$ cat src/instr_exec_pkg.sv
// Shared constants and types for the instruction execution block
package instr_exec_pkg;

	localparam int DATA_W   = 8;
	localparam int PC_W     = 12;
	localparam int MEM_AW   = 7;
	localparam int MEM_DEPTH = 128;
	localparam int STACK_AW = 3;
	localparam int STACK_DEPTH = 8;

	// Byte addresses of the register words
	localparam logic [7:0] OFF_INSTR    = 8'h00;
	localparam logic [7:0] OFF_STATUS   = 8'h04;
	localparam logic [7:0] OFF_ACC      = 8'h08;
	localparam logic [7:0] OFF_PC       = 8'h0C;
	localparam logic [7:0] OFF_FLAGS    = 8'h10;
	localparam logic [7:0] OFF_INT      = 8'h14;
	localparam logic [7:0] OFF_MEM_PTR  = 8'h18;
	localparam logic [7:0] OFF_MEM_DATA = 8'h1C;

	// Instruction word fields
	localparam int INSTR_OP_LSB   = 0;
	localparam int INSTR_OPD_LSB  = 8;
	localparam int INSTR_ADDR_LSB = 16;

	// Flag word bit positions
	localparam int FLAG_C   = 0;
	localparam int FLAG_AC  = 1;
	localparam int FLAG_Z   = 2;
	localparam int FLAG_OV  = 3;
	localparam int FLAG_EMI = 4;

	// Status word bit positions
	localparam int STAT_BUSY    = 0;
	localparam int STAT_CYC_LSB = 1;
	localparam int STAT_SP_LSB  = 4;

	localparam logic [PC_W-1:0]   PC_RESET     = 12'h000;
	localparam logic [PC_W-1:0]   INT_VECTOR   = 12'h004;
	localparam logic [DATA_W-1:0] ACC_RESET    = 8'h00;
	localparam logic [1:0]        CYCLES_ONE   = 2'h1;
	localparam logic [1:0]        CYCLES_TWO   = 2'h2;
	localparam logic [1:0]        RESP_OKAY    = 2'h0;
	localparam logic [1:0]        RESP_SLVERR  = 2'h2;

	typedef enum logic [4:0] {
		OP_NO_OPERATION,
		OP_JUMP_UNCONDITIONAL,
		OP_MOVE_MEM_TO_ACC,
		OP_MOVE_IMM_TO_ACC,
		OP_MOVE_ACC_TO_MEM,
		OP_OR_MEM,
		OP_OR_IMM,
		OP_OR_TO_MEMORY,
		OP_SUBROUTINE_RETURN,
		OP_RETURN_WITH_VALUE,
		OP_INTERRUPT_RETURN,
		OP_ROTATE_LEFT,
		OP_ROTATE_LEFT_TO_ACC,
		OP_ROTATE_LEFT_CARRY,
		OP_ROTATE_LEFT_CARRY_TO_ACC,
		OP_ROTATE_RIGHT,
		OP_ROTATE_RIGHT_TO_ACC,
		OP_ROTATE_RIGHT_CARRY,
		OP_ROTATE_RIGHT_CARRY_TO_ACC,
		OP_SUBTRACT_WITH_BORROW,
		OP_SUBTRACT_WITH_BORROW_TO_MEMORY,
		OP_DECREMENT_SKIP_IF_ZERO,
		OP_SUBROUTINE_CALL
	} opcode_t;

	typedef enum {
		ST_IDLE,
		ST_EXEC,
		ST_DUMMY
	} exec_state_t;

endpackage : instr_exec_pkg

$ cat src/instr_exec.sv
// Instruction execution core slice with AXI4-Lite register access
// Contract
// - Jump loads its address into the program counter; flags unchanged.
// - Jump takes two instruction cycles with one dummy cycle.
// - Move memory to accumulator copies the byte; flags unchanged.
// - Move immediate loads the literal into the accumulator; flags unchanged.
// - Move accumulator to memory writes the byte; flags unchanged.
// - No-operation changes nothing and proceeds to the next instruction.
// - OR to accumulator with memory or literal; only zero flag updates.
// - OR to memory writes result back to the byte; only zero flag.
// - Subroutine return pops stack into program counter; flags unchanged.
// - Return with value pops program counter and loads literal into accumulator.
// - Interrupt return pops program counter and sets the master enable.
// - A pending interrupt at interrupt return is serviced before resuming.
// - Rotate left moves bit 7 into bit 0; no flags.
// - Rotate right moves bit 0 into bit 7; no flags.
// - Rotate left through carry: old carry to bit 0, bit 7 to carry.
// - Rotate right through carry: old carry to bit 7, bit 0 to carry.
// - Accumulator-target rotates write accumulator and leave the memory byte.
// - Subtract with borrow: acc minus byte minus inverted carry; four flags.
// - Carry clears on negative result, sets on zero or positive.
// - Memory-target subtract with borrow writes the difference to the byte.
// - Decrement and skip subtracts one; skips next instruction on zero.
// - A skipping decrement takes two cycles with a dummy cycle.
// - Subroutine call pushes the incremented program counter onto the stack.
//
// Added by the designer: the register addresses and the AXI4-Lite register port.
`timescale 1ns/10ps

module instr_exec (
	input  wire logic        clock,
	input  wire logic        rst_b,
	input  wire logic [7:0]  awaddr,
	input  wire logic        awvalid,
	output logic             awready,
	input  wire logic [31:0] wdata,
	input  wire logic [3:0]  wstrb,
	input  wire logic        wvalid,
	output logic             wready,
	output logic [1:0]       bresp,
	output logic             bvalid,
	input  wire logic        bready,
	input  wire logic [7:0]  araddr,
	input  wire logic        arvalid,
	output logic             arready,
	output logic [31:0]      rdata,
	output logic [1:0]       rresp,
	output logic             rvalid,
	input  wire logic        rready
);

	localparam int DW = instr_exec_pkg::DATA_W;
	localparam int PW = instr_exec_pkg::PC_W;
	localparam int INSTR_OP_MSB = instr_exec_pkg::INSTR_OP_LSB + 4;

	// Bus channel holding registers
	logic                  aw_full_q;
	logic [7:0]            aw_addr_q;
	logic                  w_full_q;
	logic [31:0]           w_data_q;
	logic [3:0]            w_strb_q;
	logic                  bvalid_q;
	logic [1:0]            bresp_q;
	logic                  rvalid_q;
	logic [31:0]           rdata_q;
	logic [1:0]            rresp_q;

	// Core state
	instr_exec_pkg::exec_state_t state_q;
	instr_exec_pkg::opcode_t     op_q;
	logic [DW-1:0]         opd_q;
	logic [PW-1:0]         addr_q;
	logic [31:0]           instr_word_q;
	logic [DW-1:0]         acc_q;
	logic [PW-1:0]         pc_q;
	logic                  c_q;
	logic                  ac_q;
	logic                  z_q;
	logic                  ov_q;
	logic                  emi_q;
	logic                  pend_q;
	logic [1:0]            cycles_q;
	logic [instr_exec_pkg::MEM_AW-1:0]   mem_ptr_q;
	logic [instr_exec_pkg::STACK_AW-1:0] sp_q;
	logic [DW-1:0]         mem [instr_exec_pkg::MEM_DEPTH];
	logic [PW-1:0]         stack [instr_exec_pkg::STACK_DEPTH];

	// Execution results
	logic [DW-1:0]         acc_d;
	logic [PW-1:0]         pc_d;
	logic                  c_d;
	logic                  ac_d;
	logic                  z_d;
	logic                  ov_d;
	logic                  emi_d;
	logic                  pend_clr;
	logic                  mem_we;
	logic [DW-1:0]         mem_wd;
	logic                  push;
	logic                  pop;
	logic [PW-1:0]         push_val;
	logic                  two_cycle;

	function automatic logic [31:0] merge(input logic [31:0] cur, input logic [31:0] nw,
		input logic [3:0] strb);
		logic [31:0] m;
		m = {{8{strb[3]}}, {8{strb[2]}}, {8{strb[1]}}, {8{strb[0]}}};
		return (cur & ~m) | (nw & m);
	endfunction : merge

	// Bus decode
	wire        busy     = (state_q != instr_exec_pkg::ST_IDLE);
	wire        do_write = aw_full_q && w_full_q && !bvalid_q;
	wire        do_read  = arvalid && !rvalid_q;
	wire        wr_instr = do_write && (aw_addr_q == instr_exec_pkg::OFF_INSTR);
	wire        wr_acc   = do_write && (aw_addr_q == instr_exec_pkg::OFF_ACC);
	wire        wr_pc    = do_write && (aw_addr_q == instr_exec_pkg::OFF_PC);
	wire        wr_flags = do_write && (aw_addr_q == instr_exec_pkg::OFF_FLAGS);
	wire        wr_int   = do_write && (aw_addr_q == instr_exec_pkg::OFF_INT);
	wire        wr_ptr   = do_write && (aw_addr_q == instr_exec_pkg::OFF_MEM_PTR);
	wire        wr_mdata = do_write && (aw_addr_q == instr_exec_pkg::OFF_MEM_DATA);
	wire        wr_hit   = wr_instr | wr_acc | wr_pc | wr_flags | wr_int | wr_ptr | wr_mdata
		| (aw_addr_q == instr_exec_pkg::OFF_STATUS);
	// Software changes to core state are held off while an instruction runs
	wire        sw_ok    = !busy;
	wire        start    = wr_instr && sw_ok;
	wire [31:0] instr_m  = merge(instr_word_q, w_data_q, w_strb_q);

	wire [31:0] flags_word = {27'h0000000, emi_q, ov_q, z_q, ac_q, c_q};
	wire [31:0] flags_m    = merge(flags_word, w_data_q, w_strb_q);
	wire [31:0] acc_m      = merge({24'h000000, acc_q}, w_data_q, w_strb_q);
	wire [31:0] pc_m       = merge({20'h00000, pc_q}, w_data_q, w_strb_q);
	wire [31:0] ptr_m      = merge({25'h0000000, mem_ptr_q}, w_data_q, w_strb_q);
	wire [31:0] int_m      = merge({31'h00000000, pend_q}, w_data_q, w_strb_q);
	wire [31:0] mdata_m    = merge({24'h000000, mem[mem_ptr_q]}, w_data_q, w_strb_q);

	wire [31:0] status_word = {25'h0000000, sp_q, 1'b0, cycles_q, busy};
	wire [7:0]  rd_addr     = araddr;
	wire        rd_hit      = (rd_addr == instr_exec_pkg::OFF_INSTR)
		| (rd_addr == instr_exec_pkg::OFF_STATUS) | (rd_addr == instr_exec_pkg::OFF_ACC)
		| (rd_addr == instr_exec_pkg::OFF_PC) | (rd_addr == instr_exec_pkg::OFF_FLAGS)
		| (rd_addr == instr_exec_pkg::OFF_INT) | (rd_addr == instr_exec_pkg::OFF_MEM_PTR)
		| (rd_addr == instr_exec_pkg::OFF_MEM_DATA);
	wire [31:0] rd_word =
		(rd_addr == instr_exec_pkg::OFF_INSTR)    ? instr_word_q :
		(rd_addr == instr_exec_pkg::OFF_STATUS)   ? status_word :
		(rd_addr == instr_exec_pkg::OFF_ACC)      ? {24'h000000, acc_q} :
		(rd_addr == instr_exec_pkg::OFF_PC)       ? {20'h00000, pc_q} :
		(rd_addr == instr_exec_pkg::OFF_FLAGS)    ? flags_word :
		(rd_addr == instr_exec_pkg::OFF_INT)      ? {31'h00000000, pend_q} :
		(rd_addr == instr_exec_pkg::OFF_MEM_PTR)  ? {25'h0000000, mem_ptr_q} :
		(rd_addr == instr_exec_pkg::OFF_MEM_DATA) ? {24'h000000, mem[mem_ptr_q]} :
		32'h00000000;

	assign awready = !aw_full_q;
	assign wready  = !w_full_q;
	assign bvalid  = bvalid_q;
	assign bresp   = bresp_q;
	assign arready = !rvalid_q;
	assign rvalid  = rvalid_q;
	assign rdata   = rdata_q;
	assign rresp   = rresp_q;

	// Operand datapath
	wire [instr_exec_pkg::MEM_AW-1:0] m_addr = opd_q[instr_exec_pkg::MEM_AW-1:0];
	wire [DW-1:0] m_val   = mem[m_addr];
	wire [PW-1:0] pc_inc  = pc_q + 12'h001;
	wire [PW-1:0] pc_skip = pc_q + 12'h002;
	wire [PW-1:0] stack_top = stack[sp_q - 3'h1];
	wire [DW-1:0] or_mem  = acc_q | m_val;
	wire [DW-1:0] or_imm  = acc_q | opd_q;
	wire [DW-1:0] rot_l   = {m_val[6:0], m_val[7]};
	wire [DW-1:0] rot_r   = {m_val[0], m_val[7:1]};
	wire [DW-1:0] rot_lc  = {m_val[6:0], c_q};
	wire [DW-1:0] rot_rc  = {c_q, m_val[7:1]};
	// Borrow is the inverted carry, so adding the inverted byte plus carry gives acc-m-~c
	wire [DW:0]   sub_full = {1'b0, acc_q} + {1'b0, ~m_val} + {8'h00, c_q};
	wire [4:0]    sub_low  = {1'b0, acc_q[3:0]} + {1'b0, ~m_val[3:0]} + {4'h0, c_q};
	wire [DW-1:0] sub_res  = sub_full[DW-1:0];
	wire          sub_ov   = (acc_q[7] ^ m_val[7]) & (acc_q[7] ^ sub_res[7]);
	wire [DW-1:0] dec_res  = m_val - 8'h01;

	always_comb begin
		acc_d     = acc_q;
		pc_d      = pc_inc;
		c_d       = c_q;
		ac_d      = ac_q;
		z_d       = z_q;
		ov_d      = ov_q;
		emi_d     = emi_q;
		pend_clr  = 1'b0;
		mem_we    = 1'b0;
		mem_wd    = m_val;
		push      = 1'b0;
		pop       = 1'b0;
		push_val  = pc_inc;
		two_cycle = 1'b0;
		case (op_q)
			instr_exec_pkg::OP_NO_OPERATION: begin
				pc_d = pc_inc;
			end
			instr_exec_pkg::OP_JUMP_UNCONDITIONAL: begin
				pc_d      = addr_q;
				two_cycle = 1'b1;
			end
			instr_exec_pkg::OP_MOVE_MEM_TO_ACC: begin
				acc_d = m_val;
			end
			instr_exec_pkg::OP_MOVE_IMM_TO_ACC: begin
				acc_d = opd_q;
			end
			instr_exec_pkg::OP_MOVE_ACC_TO_MEM: begin
				mem_we = 1'b1;
				mem_wd = acc_q;
			end
			instr_exec_pkg::OP_OR_MEM: begin
				acc_d = or_mem;
				z_d   = (or_mem == 8'h00);
			end
			instr_exec_pkg::OP_OR_IMM: begin
				acc_d = or_imm;
				z_d   = (or_imm == 8'h00);
			end
			instr_exec_pkg::OP_OR_TO_MEMORY: begin
				mem_we = 1'b1;
				mem_wd = or_mem;
				z_d    = (or_mem == 8'h00);
			end
			instr_exec_pkg::OP_SUBROUTINE_RETURN: begin
				pop  = 1'b1;
				pc_d = stack_top;
			end
			instr_exec_pkg::OP_RETURN_WITH_VALUE: begin
				pop   = 1'b1;
				pc_d  = stack_top;
				acc_d = opd_q;
			end
			instr_exec_pkg::OP_INTERRUPT_RETURN: begin
				pop   = 1'b1;
				pc_d  = stack_top;
				emi_d = 1'b1;
				if (pend_q) begin
					// Enter the handler at once, keeping the restored address stacked
					push     = 1'b1;
					push_val = stack_top;
					pc_d     = instr_exec_pkg::INT_VECTOR;
					emi_d    = 1'b0;
					pend_clr = 1'b1;
				end
			end
			instr_exec_pkg::OP_ROTATE_LEFT: begin
				mem_we = 1'b1;
				mem_wd = rot_l;
			end
			instr_exec_pkg::OP_ROTATE_LEFT_TO_ACC: begin
				acc_d = rot_l;
			end
			instr_exec_pkg::OP_ROTATE_LEFT_CARRY: begin
				mem_we = 1'b1;
				mem_wd = rot_lc;
				c_d    = m_val[7];
			end
			instr_exec_pkg::OP_ROTATE_LEFT_CARRY_TO_ACC: begin
				acc_d = rot_lc;
				c_d   = m_val[7];
			end
			instr_exec_pkg::OP_ROTATE_RIGHT: begin
				mem_we = 1'b1;
				mem_wd = rot_r;
			end
			instr_exec_pkg::OP_ROTATE_RIGHT_TO_ACC: begin
				acc_d = rot_r;
			end
			instr_exec_pkg::OP_ROTATE_RIGHT_CARRY: begin
				mem_we = 1'b1;
				mem_wd = rot_rc;
				c_d    = m_val[0];
			end
			instr_exec_pkg::OP_ROTATE_RIGHT_CARRY_TO_ACC: begin
				acc_d = rot_rc;
				c_d   = m_val[0];
			end
			instr_exec_pkg::OP_SUBTRACT_WITH_BORROW: begin
				acc_d = sub_res;
				c_d   = sub_full[DW];
				ac_d  = sub_low[4];
				z_d   = (sub_res == 8'h00);
				ov_d  = sub_ov;
			end
			instr_exec_pkg::OP_SUBTRACT_WITH_BORROW_TO_MEMORY: begin
				mem_we = 1'b1;
				mem_wd = sub_res;
				c_d    = sub_full[DW];
				ac_d   = sub_low[4];
				z_d    = (sub_res == 8'h00);
				ov_d   = sub_ov;
			end
			instr_exec_pkg::OP_DECREMENT_SKIP_IF_ZERO: begin
				mem_we = 1'b1;
				mem_wd = dec_res;
				if (dec_res == 8'h00) begin
					pc_d      = pc_skip;
					two_cycle = 1'b1;
				end
			end
			instr_exec_pkg::OP_SUBROUTINE_CALL: begin
				push      = 1'b1;
				push_val  = pc_inc;
				pc_d      = addr_q;
				two_cycle = 1'b1;
			end
			default: begin
				pc_d = pc_inc;
			end
		endcase
	end

	wire exec = (state_q == instr_exec_pkg::ST_EXEC);
	wire [instr_exec_pkg::STACK_AW-1:0] sp_next = sp_q + {2'h0, push} - {2'h0, pop};
	wire [instr_exec_pkg::STACK_AW-1:0] push_idx = pop ? (sp_q - 3'h1) : sp_q;

	// Bus channels
	always_ff @(posedge clock) begin
		if (!rst_b) begin
			aw_full_q <= 1'b0;
			w_full_q  <= 1'b0;
			bvalid_q  <= 1'b0;
			bresp_q   <= instr_exec_pkg::RESP_OKAY;
			rvalid_q  <= 1'b0;
			rresp_q   <= instr_exec_pkg::RESP_OKAY;
			rdata_q   <= 32'h00000000;
			aw_addr_q <= 8'h00;
			w_data_q  <= 32'h00000000;
			w_strb_q  <= 4'h0;
		end else begin
			if (awvalid && awready) begin
				aw_full_q <= 1'b1;
				aw_addr_q <= awaddr;
			end else if (do_write) begin
				aw_full_q <= 1'b0;
			end
			if (wvalid && wready) begin
				w_full_q <= 1'b1;
				w_data_q <= wdata;
				w_strb_q <= wstrb;
			end else if (do_write) begin
				w_full_q <= 1'b0;
			end
			if (do_write) begin
				bvalid_q <= 1'b1;
				bresp_q  <= wr_hit ? instr_exec_pkg::RESP_OKAY : instr_exec_pkg::RESP_SLVERR;
			end else if (bready) begin
				bvalid_q <= 1'b0;
			end
			if (do_read) begin
				rvalid_q <= 1'b1;
				rdata_q  <= rd_word;
				rresp_q  <= rd_hit ? instr_exec_pkg::RESP_OKAY : instr_exec_pkg::RESP_SLVERR;
			end else if (rready) begin
				rvalid_q <= 1'b0;
			end
		end
	end

	// Sequencer: one cycle per instruction, plus a dummy cycle where needed
	always_ff @(posedge clock) begin
		if (!rst_b) begin
			state_q      <= instr_exec_pkg::ST_IDLE;
			op_q         <= instr_exec_pkg::OP_NO_OPERATION;
			opd_q        <= 8'h00;
			addr_q       <= 12'h000;
			instr_word_q <= 32'h00000000;
			cycles_q     <= 2'h0;
		end else begin
			case (state_q)
				instr_exec_pkg::ST_IDLE: begin
					if (start) begin
						instr_word_q <= instr_m;
						op_q   <= instr_exec_pkg::opcode_t'(instr_m[INSTR_OP_MSB:0]);
						opd_q  <= instr_m[instr_exec_pkg::INSTR_OPD_LSB +: 8];
						addr_q <= instr_m[instr_exec_pkg::INSTR_ADDR_LSB +: 12];
						state_q <= instr_exec_pkg::ST_EXEC;
					end
				end
				instr_exec_pkg::ST_EXEC: begin
					state_q  <= two_cycle ? instr_exec_pkg::ST_DUMMY : instr_exec_pkg::ST_IDLE;
					cycles_q <= two_cycle ? instr_exec_pkg::CYCLES_TWO
						: instr_exec_pkg::CYCLES_ONE;
				end
				instr_exec_pkg::ST_DUMMY: begin
					state_q <= instr_exec_pkg::ST_IDLE;
				end
				default: begin
					state_q <= instr_exec_pkg::ST_IDLE;
				end
			endcase
		end
	end

	// Architectural registers
	always_ff @(posedge clock) begin
		if (!rst_b) begin
			acc_q     <= instr_exec_pkg::ACC_RESET;
			pc_q      <= instr_exec_pkg::PC_RESET;
			c_q       <= 1'b0;
			ac_q      <= 1'b0;
			z_q       <= 1'b0;
			ov_q      <= 1'b0;
			emi_q     <= 1'b0;
			pend_q    <= 1'b0;
			sp_q      <= 3'h0;
			mem_ptr_q <= 7'h00;
		end else if (exec) begin
			acc_q <= acc_d;
			pc_q  <= pc_d;
			c_q   <= c_d;
			ac_q  <= ac_d;
			z_q   <= z_d;
			ov_q  <= ov_d;
			emi_q <= emi_d;
			sp_q  <= sp_next;
			if (pend_clr) begin
				pend_q <= 1'b0;
			end
		end else if (sw_ok) begin
			if (wr_acc) begin
				acc_q <= acc_m[DW-1:0];
			end
			if (wr_pc) begin
				pc_q <= pc_m[PW-1:0];
			end
			if (wr_flags) begin
				c_q   <= flags_m[instr_exec_pkg::FLAG_C];
				ac_q  <= flags_m[instr_exec_pkg::FLAG_AC];
				z_q   <= flags_m[instr_exec_pkg::FLAG_Z];
				ov_q  <= flags_m[instr_exec_pkg::FLAG_OV];
				emi_q <= flags_m[instr_exec_pkg::FLAG_EMI];
			end
			if (wr_int) begin
				pend_q <= int_m[0];
			end
			if (wr_ptr) begin
				mem_ptr_q <= ptr_m[instr_exec_pkg::MEM_AW-1:0];
			end
		end
	end

	// Data memory and return stack keep no reset, like the real array
	always_ff @(posedge clock) begin
		if (exec && mem_we) begin
			mem[m_addr] <= mem_wd;
		end else if (sw_ok && wr_mdata) begin
			mem[mem_ptr_q] <= mdata_m[DW-1:0];
		end
		if (exec && push) begin
			stack[push_idx] <= push_val;
		end
	end

endmodule : instr_exec

$ cat config.mk
export PLATFORM = sky130hd
export DESIGN_NAME = instr_exec
export DESIGN_NICKNAME = d
export VERILOG_FILES = /design/src/instr_exec_pkg.sv /design/src/instr_exec.sv
export SDC_FILE = /design/constraint.sdc
export NUM_CORES = 2
export LEC_CHECK = 0
export BUFFER_PORTS_ARGS = -buffer_cell sky130_fd_sc_hd__buf_2
export CAP_MARGIN = 10
export CORE_MARGIN = 2
export CORE_UTILIZATION = 55
export CTS_BUF_LIST = sky130_fd_sc_hd__clkbuf_4
export DETAILED_ROUTE_END_ITERATION = 6
export PLACE_DENSITY_LB_ADDON = 0.08
export SYNTH_ARGS = -nofsm -noshare
export SYNTH_HDL_FRONTEND = slang
export SYNTH_SLANG_ARGS = --single-unit
$ cat constraint.sdc
create_clock -name clock -period 11.2 [get_ports clock]
set_input_delay 0.56 -clock clock [delete_from_list [all_inputs] [get_ports clock]]
set_output_delay 0.56 -clock clock [all_outputs]
set_load 0.02 [all_outputs]
After elaboration in Yosys (flattened, before gate mapping)
Memories as Yosys holds them, arrays and structs flattened. A register that Yosys moved wholly into a read port is not among the register bits.
Index checks and enable logic that the tools add are counted.
Widths: inputs -> output; s select.
{"block": "totals", "rom_bits": 0, "ramBits": 1120, "latchBits": 0, "in_bits": 59, "register_bits": 211, "output_inout_bits": 41, "memories": 2, "wordCells": 260}
{"memory": "mem", "depth": 128, "word_bits": 8, "rd": 2, "rd_clocked_by_memory_dff": 2, "write_ports": 1, "line_no": "instr_exec.sv:85", "text": "logic [DW-1:0] mem [instr_exec_pkg::MEM_DEPTH];"}
{"memory": "stack", "depth": 8, "word_bits": 12, "rd": 1, "rd_clocked_by_memory_dff": 0, "write_ports": 1, "line_no": "instr_exec.sv:86", "text": "logic [PW-1:0] stack [instr_exec_pkg::STACK_DEPTH];"}
{"block": "classes", "div": 0, "reduce_logical": 56, "order_cmp": 0, "bitwise_logic": 39, "muxes": 81, "eq_ne": 46, "n_shift": 0, "n_mul": 0, "n_addsub": 10}
{"operator": "$mux 12", "n": 10}
{"operator": "$pmux 8 s9", "n": 1}
{"operator": "$and 32x32->32", "n": 2}
{"operator": "$eq 8x5->1 const B", "n": 8}
{"operator": "$mux 32", "n": 2}
{"operator": "$mux 8", "n": 8}
{"operator": "$pmux 32 s2", "n": 1}
{"operator": "$pmux 8 s8", "n": 1}
{"operator": "$logic_not 8->1", "n": 6}
{"operator": "$pmux 12 s4", "n": 1}
{"operator": "$mux 1", "n": 43}
{"operator": "$eq 5x4->1 const B", "n": 8}
{"operator": "$eq 5x5->1 const B", "n": 7}
{"operator": "$mux 7", "n": 5}
{"operator": "$eq 32x1->1 const B", "n": 1}
{"operator": "$eq 32x2->1 const B", "n": 1}
{"operator": "$eq 8x4->1 const B", "n": 4}
{"operator": "$logic_not 32->1", "n": 1}
{"operator": "$not 32->32", "n": 1}
{"operator": "$or 32x32->32", "n": 1}
{"operator": "$or 8x8->8", "n": 4}
{"operator": "$reduce_bool 32->1", "n": 1}
{"operator": "$reduce_and 3->1", "n": 7}
{"operator": "$eq 5x3->1 const B", "n": 4}
{"operator": "42 further kinds", "n": 104}

Depth between registers and ports, before layout
{"block": "logic_depth", "ltp_word": 11, "depth_mapped": 29, "depth_no_buf": 18}

Worst setup path before layout
OpenSTA, ideal clock, no wires.
{"block": "synth_timing", "path_kind": "flip-flop to flip-flop", "start": "register (tool-made name)", "end": "memory mem[0][6] in the netlist's numbering, data pin", "stages_incl_launch_ff": 30, "t_required_ps": 9972, "arrival_time_ps": 9712, "setup_ps": 1228, "synth_period_minus_slack_ps": 10940, "slack_ps": 260, "cell_sequence": "dfxtp_1 -> buf_6 -> buf_12 -> buf_12 -> buf_6 -> buf_12 -> buf_12 -> buf_12 -> buf_6 -> buf_6 -> buf_6 -> buf_6 -> a211oi_1 -> a2111oi_0 -> nor2_1 -> a311oi_1 -> buf_4 -> inv_1 -> ha_1 -> inv_1 -> a21oi_1 -> o21a_1 -> o21bai_1 -> a21oi_1 -> xor2_1 -> a22oi_1 -> o2111ai_1 -> a31oi_1 -> o21a_1 -> o31ai_1"}
{"element": "to (decl)", "line_no": "instr_exec.sv:85"}

==> reports/qor.yml <==
clkPwrFrac: 0.433
holdBufCountCts: 71
via_count: 40800
cp_max_fo: 128
dp_hpwl_mm: 130
fp.dieH_um: 339
synth.avg_cell_area_um2: 16.2
rrSetupSlack_ps: 3130
leakage_nw: 21.4
synth_edf_count: 1120
grt_antenna_before_repair: 10
use_met1: 0.461
viasPerCell: 6.89
slew_headroom: 0.0988
swShare: 0.219
clkTransAtPathRegs_ps: 70
rr_worst_depth: 17
hold_viol_final: 0
hold_class: "input port to flip-flop"
slew_viol_final: 0
startpoint_type: "flip-flop"
netlist_area_um2: 61600
period_share: 0.721
crit_required_ps: 11960
grt_overflow: 0
tritoncts: "yes"
fin_nets: 4273
grt_pass1_wl_mm: 285
synth.distinct_cells: 93
ys_warn_count: 0
cts_setup_buffers: 0
skew_ps: 134
ioPinCount: 100
fp.dieW_um: 339
power-per-cell-area_nw_per_um2: 136
fin_area_um2: 68900
crit_path_end: "mem[20][6]"
row_count: 122
die_area_um2: 115000
root_buffer: "clkbuf_4"
gr-usage-met2: 0.529
endpoint_kind: "flip-flop"
tns_ps: 0
synth_seq_cells: 1288
initial_utilization: 0.555
max_freq_mhz: 124
grt-busiest-layer: "met2"
wl_mm: 198
fillers: 8220
seq_power_share: 0.552
core_region_area_um2: 111000
drc: 0
synth_top_area_share: 0.546
place_congestion: 0.958
fin_crit_ps: 8070
grt_max_degree: 129
grt_pass1_vias: 40800
route.antenna.remaining_nets: 0
io_buffers: 97
initialDrtViolationCount: 5713
cp.arrival_ps: 8830
setup_viol: 0
cts_sinks: 1288
yosysSeqAreaShare: 0.600
peakVddDrop_v: 0.000103
status: "complete, no violations"
maxCapViolCount: 0
pwr-share-comb: 0.014
place_area_um2: 63800
clk_latency_ps: 1270
yosys.area.top_type: "edfxtp_1"
gr-usage-met3: 0.104
drive_gt1_frac: 0.315
cts_made_buffers: 345
p_switching_mw: 2.05
firstDrtPassIters: 7
wire_per_inst_um: 33.5
r2r-end: "mem[20][6]"
htreeDepth: 5
intPower_mw: 7.32
criticalPathCategory: "flip-flop to flip-flop"
rsz0062_at_grt: "no"
synth_cells: 3803
area_delta_synth_final_pct: 11.8
ys.flop_type: "edfxtp_1"
cts-resized-gates: 0
grt_usage: 0.346
synth_area_leaders: "edfxtp_1 55%, mux4_2 20%, dfxtp_1 5.5%, mux2i_1 2.8%, nor2_1 1.7%"
async_flop_share: 0
clockBufferDepth: 4
tightest_slew_ps: 1350
[flip-flops by register name (all words and copies together) (netlist names), named ones only]
signal	count
aw_addr_q	8
aw_full_q	1
bresp	1
bvalid	1
cycles_q	2
mem	1024
mem_ptr_q	7
opd_q	7
pend_q	1
rdata	32
rresp	1
rvalid	1
sp_q	3
stack	96
state_q	2
w_data_q	32
w_full_q	1
w_strb_q	4
[cell usage in the layout, fill, tap and decap left out, types with 38 or more instances in the layout]
cell type      count
a21oi_1          163
a22oi_1           56
buf_2             97
buf_4            139
clkbuf_4         482
clkinv_1          77
dfxtp_1          159
dlygate4sd3_1     71
edfxtp_1        1120
inv_1             47
mux2i_1          172
mux4_2           551
nand2_1          271
nand3_1           80
nor2_1           273
o21ai_0           71
o22ai_1           38
[per-stage QoR]
step	hold slack, ps	worst slack (ps)	total power [mW]	utilization	cells
2_1_floorplan	434	260	5.34	-	3804
3_3_place_gp	440	3700	5.38	0.575	5246
3_5_place_dp	449	3530	5.39	0.575	5252
4_1_cts	2.64	3410	9.43	0.619	5904
5_1_grt	63.2	2900	9.69	0.620	5912
6_report	123	3130	9.37	0.621	5918
[worst max-delay path, stage by stage, from the launching register on]
cell and delay, ps:
dfxtp_4 890, buf_4 610, mux4_2 580, mux4_2 540, o211ai_1 630, nand4_1 740, inv_1 420, ha_1 330
o21a_1 250, o21bai_1 150, a21oi_1 110, xor2_1 340, a22oi_1 120, o2111ai_1 190, a31oi_1 70, o21a_1 230
o31ai_4 210, buf_4 880
[power by group through the flow]
stage                     clock (mW)  combinational, mW  sequential (mW)
after floorplan                    0             0.0697             5.27
after global placement             0              0.106             5.28
after detailed placement           0              0.110             5.28
after CTS                       4.13              0.130             5.17
after global routing            4.38              0.144             5.17
final                           4.06              0.134             5.17
[cells by family after synthesis]
family          Yosys count  synth area share
compound gates          549            0.0587
fa+ha+maj                25           0.00544
flops                  1288             0.600
xor+xnor                 26           0.00370
other cells               1         0.0000609
buf+inv                 336            0.0268
simple gates            794            0.0573
mux                     784             0.248
[worst min-delay path by stage]
stage / from / end / slack [ps] / cells after the start
CTS: awaddr[1] / aw_addr_q[1] / 3 / 4
floorplan: flip-flop / flip-flop / 430 / 2
detailed placement: flip-flop / flip-flop / 450 / 2
global route: awaddr[1] / aw_addr_q[1] / 60 / 4
finish: awaddr[1] / aw_addr_q[1] / 120 / 4
global placement: flip-flop / flip-flop / 440 / 2
[cells in the mapped netlist, drive strengths merged, types with 11 or more instances]
cell     count
or3         13
nor2b       22
o211ai      19
a22o        12
nand2b      22
a31oi       27
inv         51
nand2      271
buf        120
a21oi      164
edfxtp    1120
o221ai      15
nor2       276
o22ai       38
a221oi      17
o31ai       11
clkbuf     160
a211oi      33
mux2        31
nand4       13
mux4       581
nor3        29
a2111oi     15
mux2i      172
ha          22
and2        11
dfxtp      168
o21ai       76
xnor2       17
nand3       80
nor4        12
a22oi       56
[routing by layer]
metal	part of all wire	vias up
met4	0.043	4
met1	0.37	20800
met5	0.00012	-
met2	0.46	2886
met3	0.12	532
li1	-	16500
[cell type report]
class                      instances  area [um2]  area share
clock inverter                    99         556     0.00807
sequential                      1288       37000       0.538
inverter                          56         213     0.00309
tap                             1488        1860      0.0270
clock buffer                     482        3620      0.0525
multi-input combinational       2180       23100       0.336
timing repair buffer             318        2460      0.0357
antenna                            7        17.5    0.000254
Power figures use the tool's default switching activity.
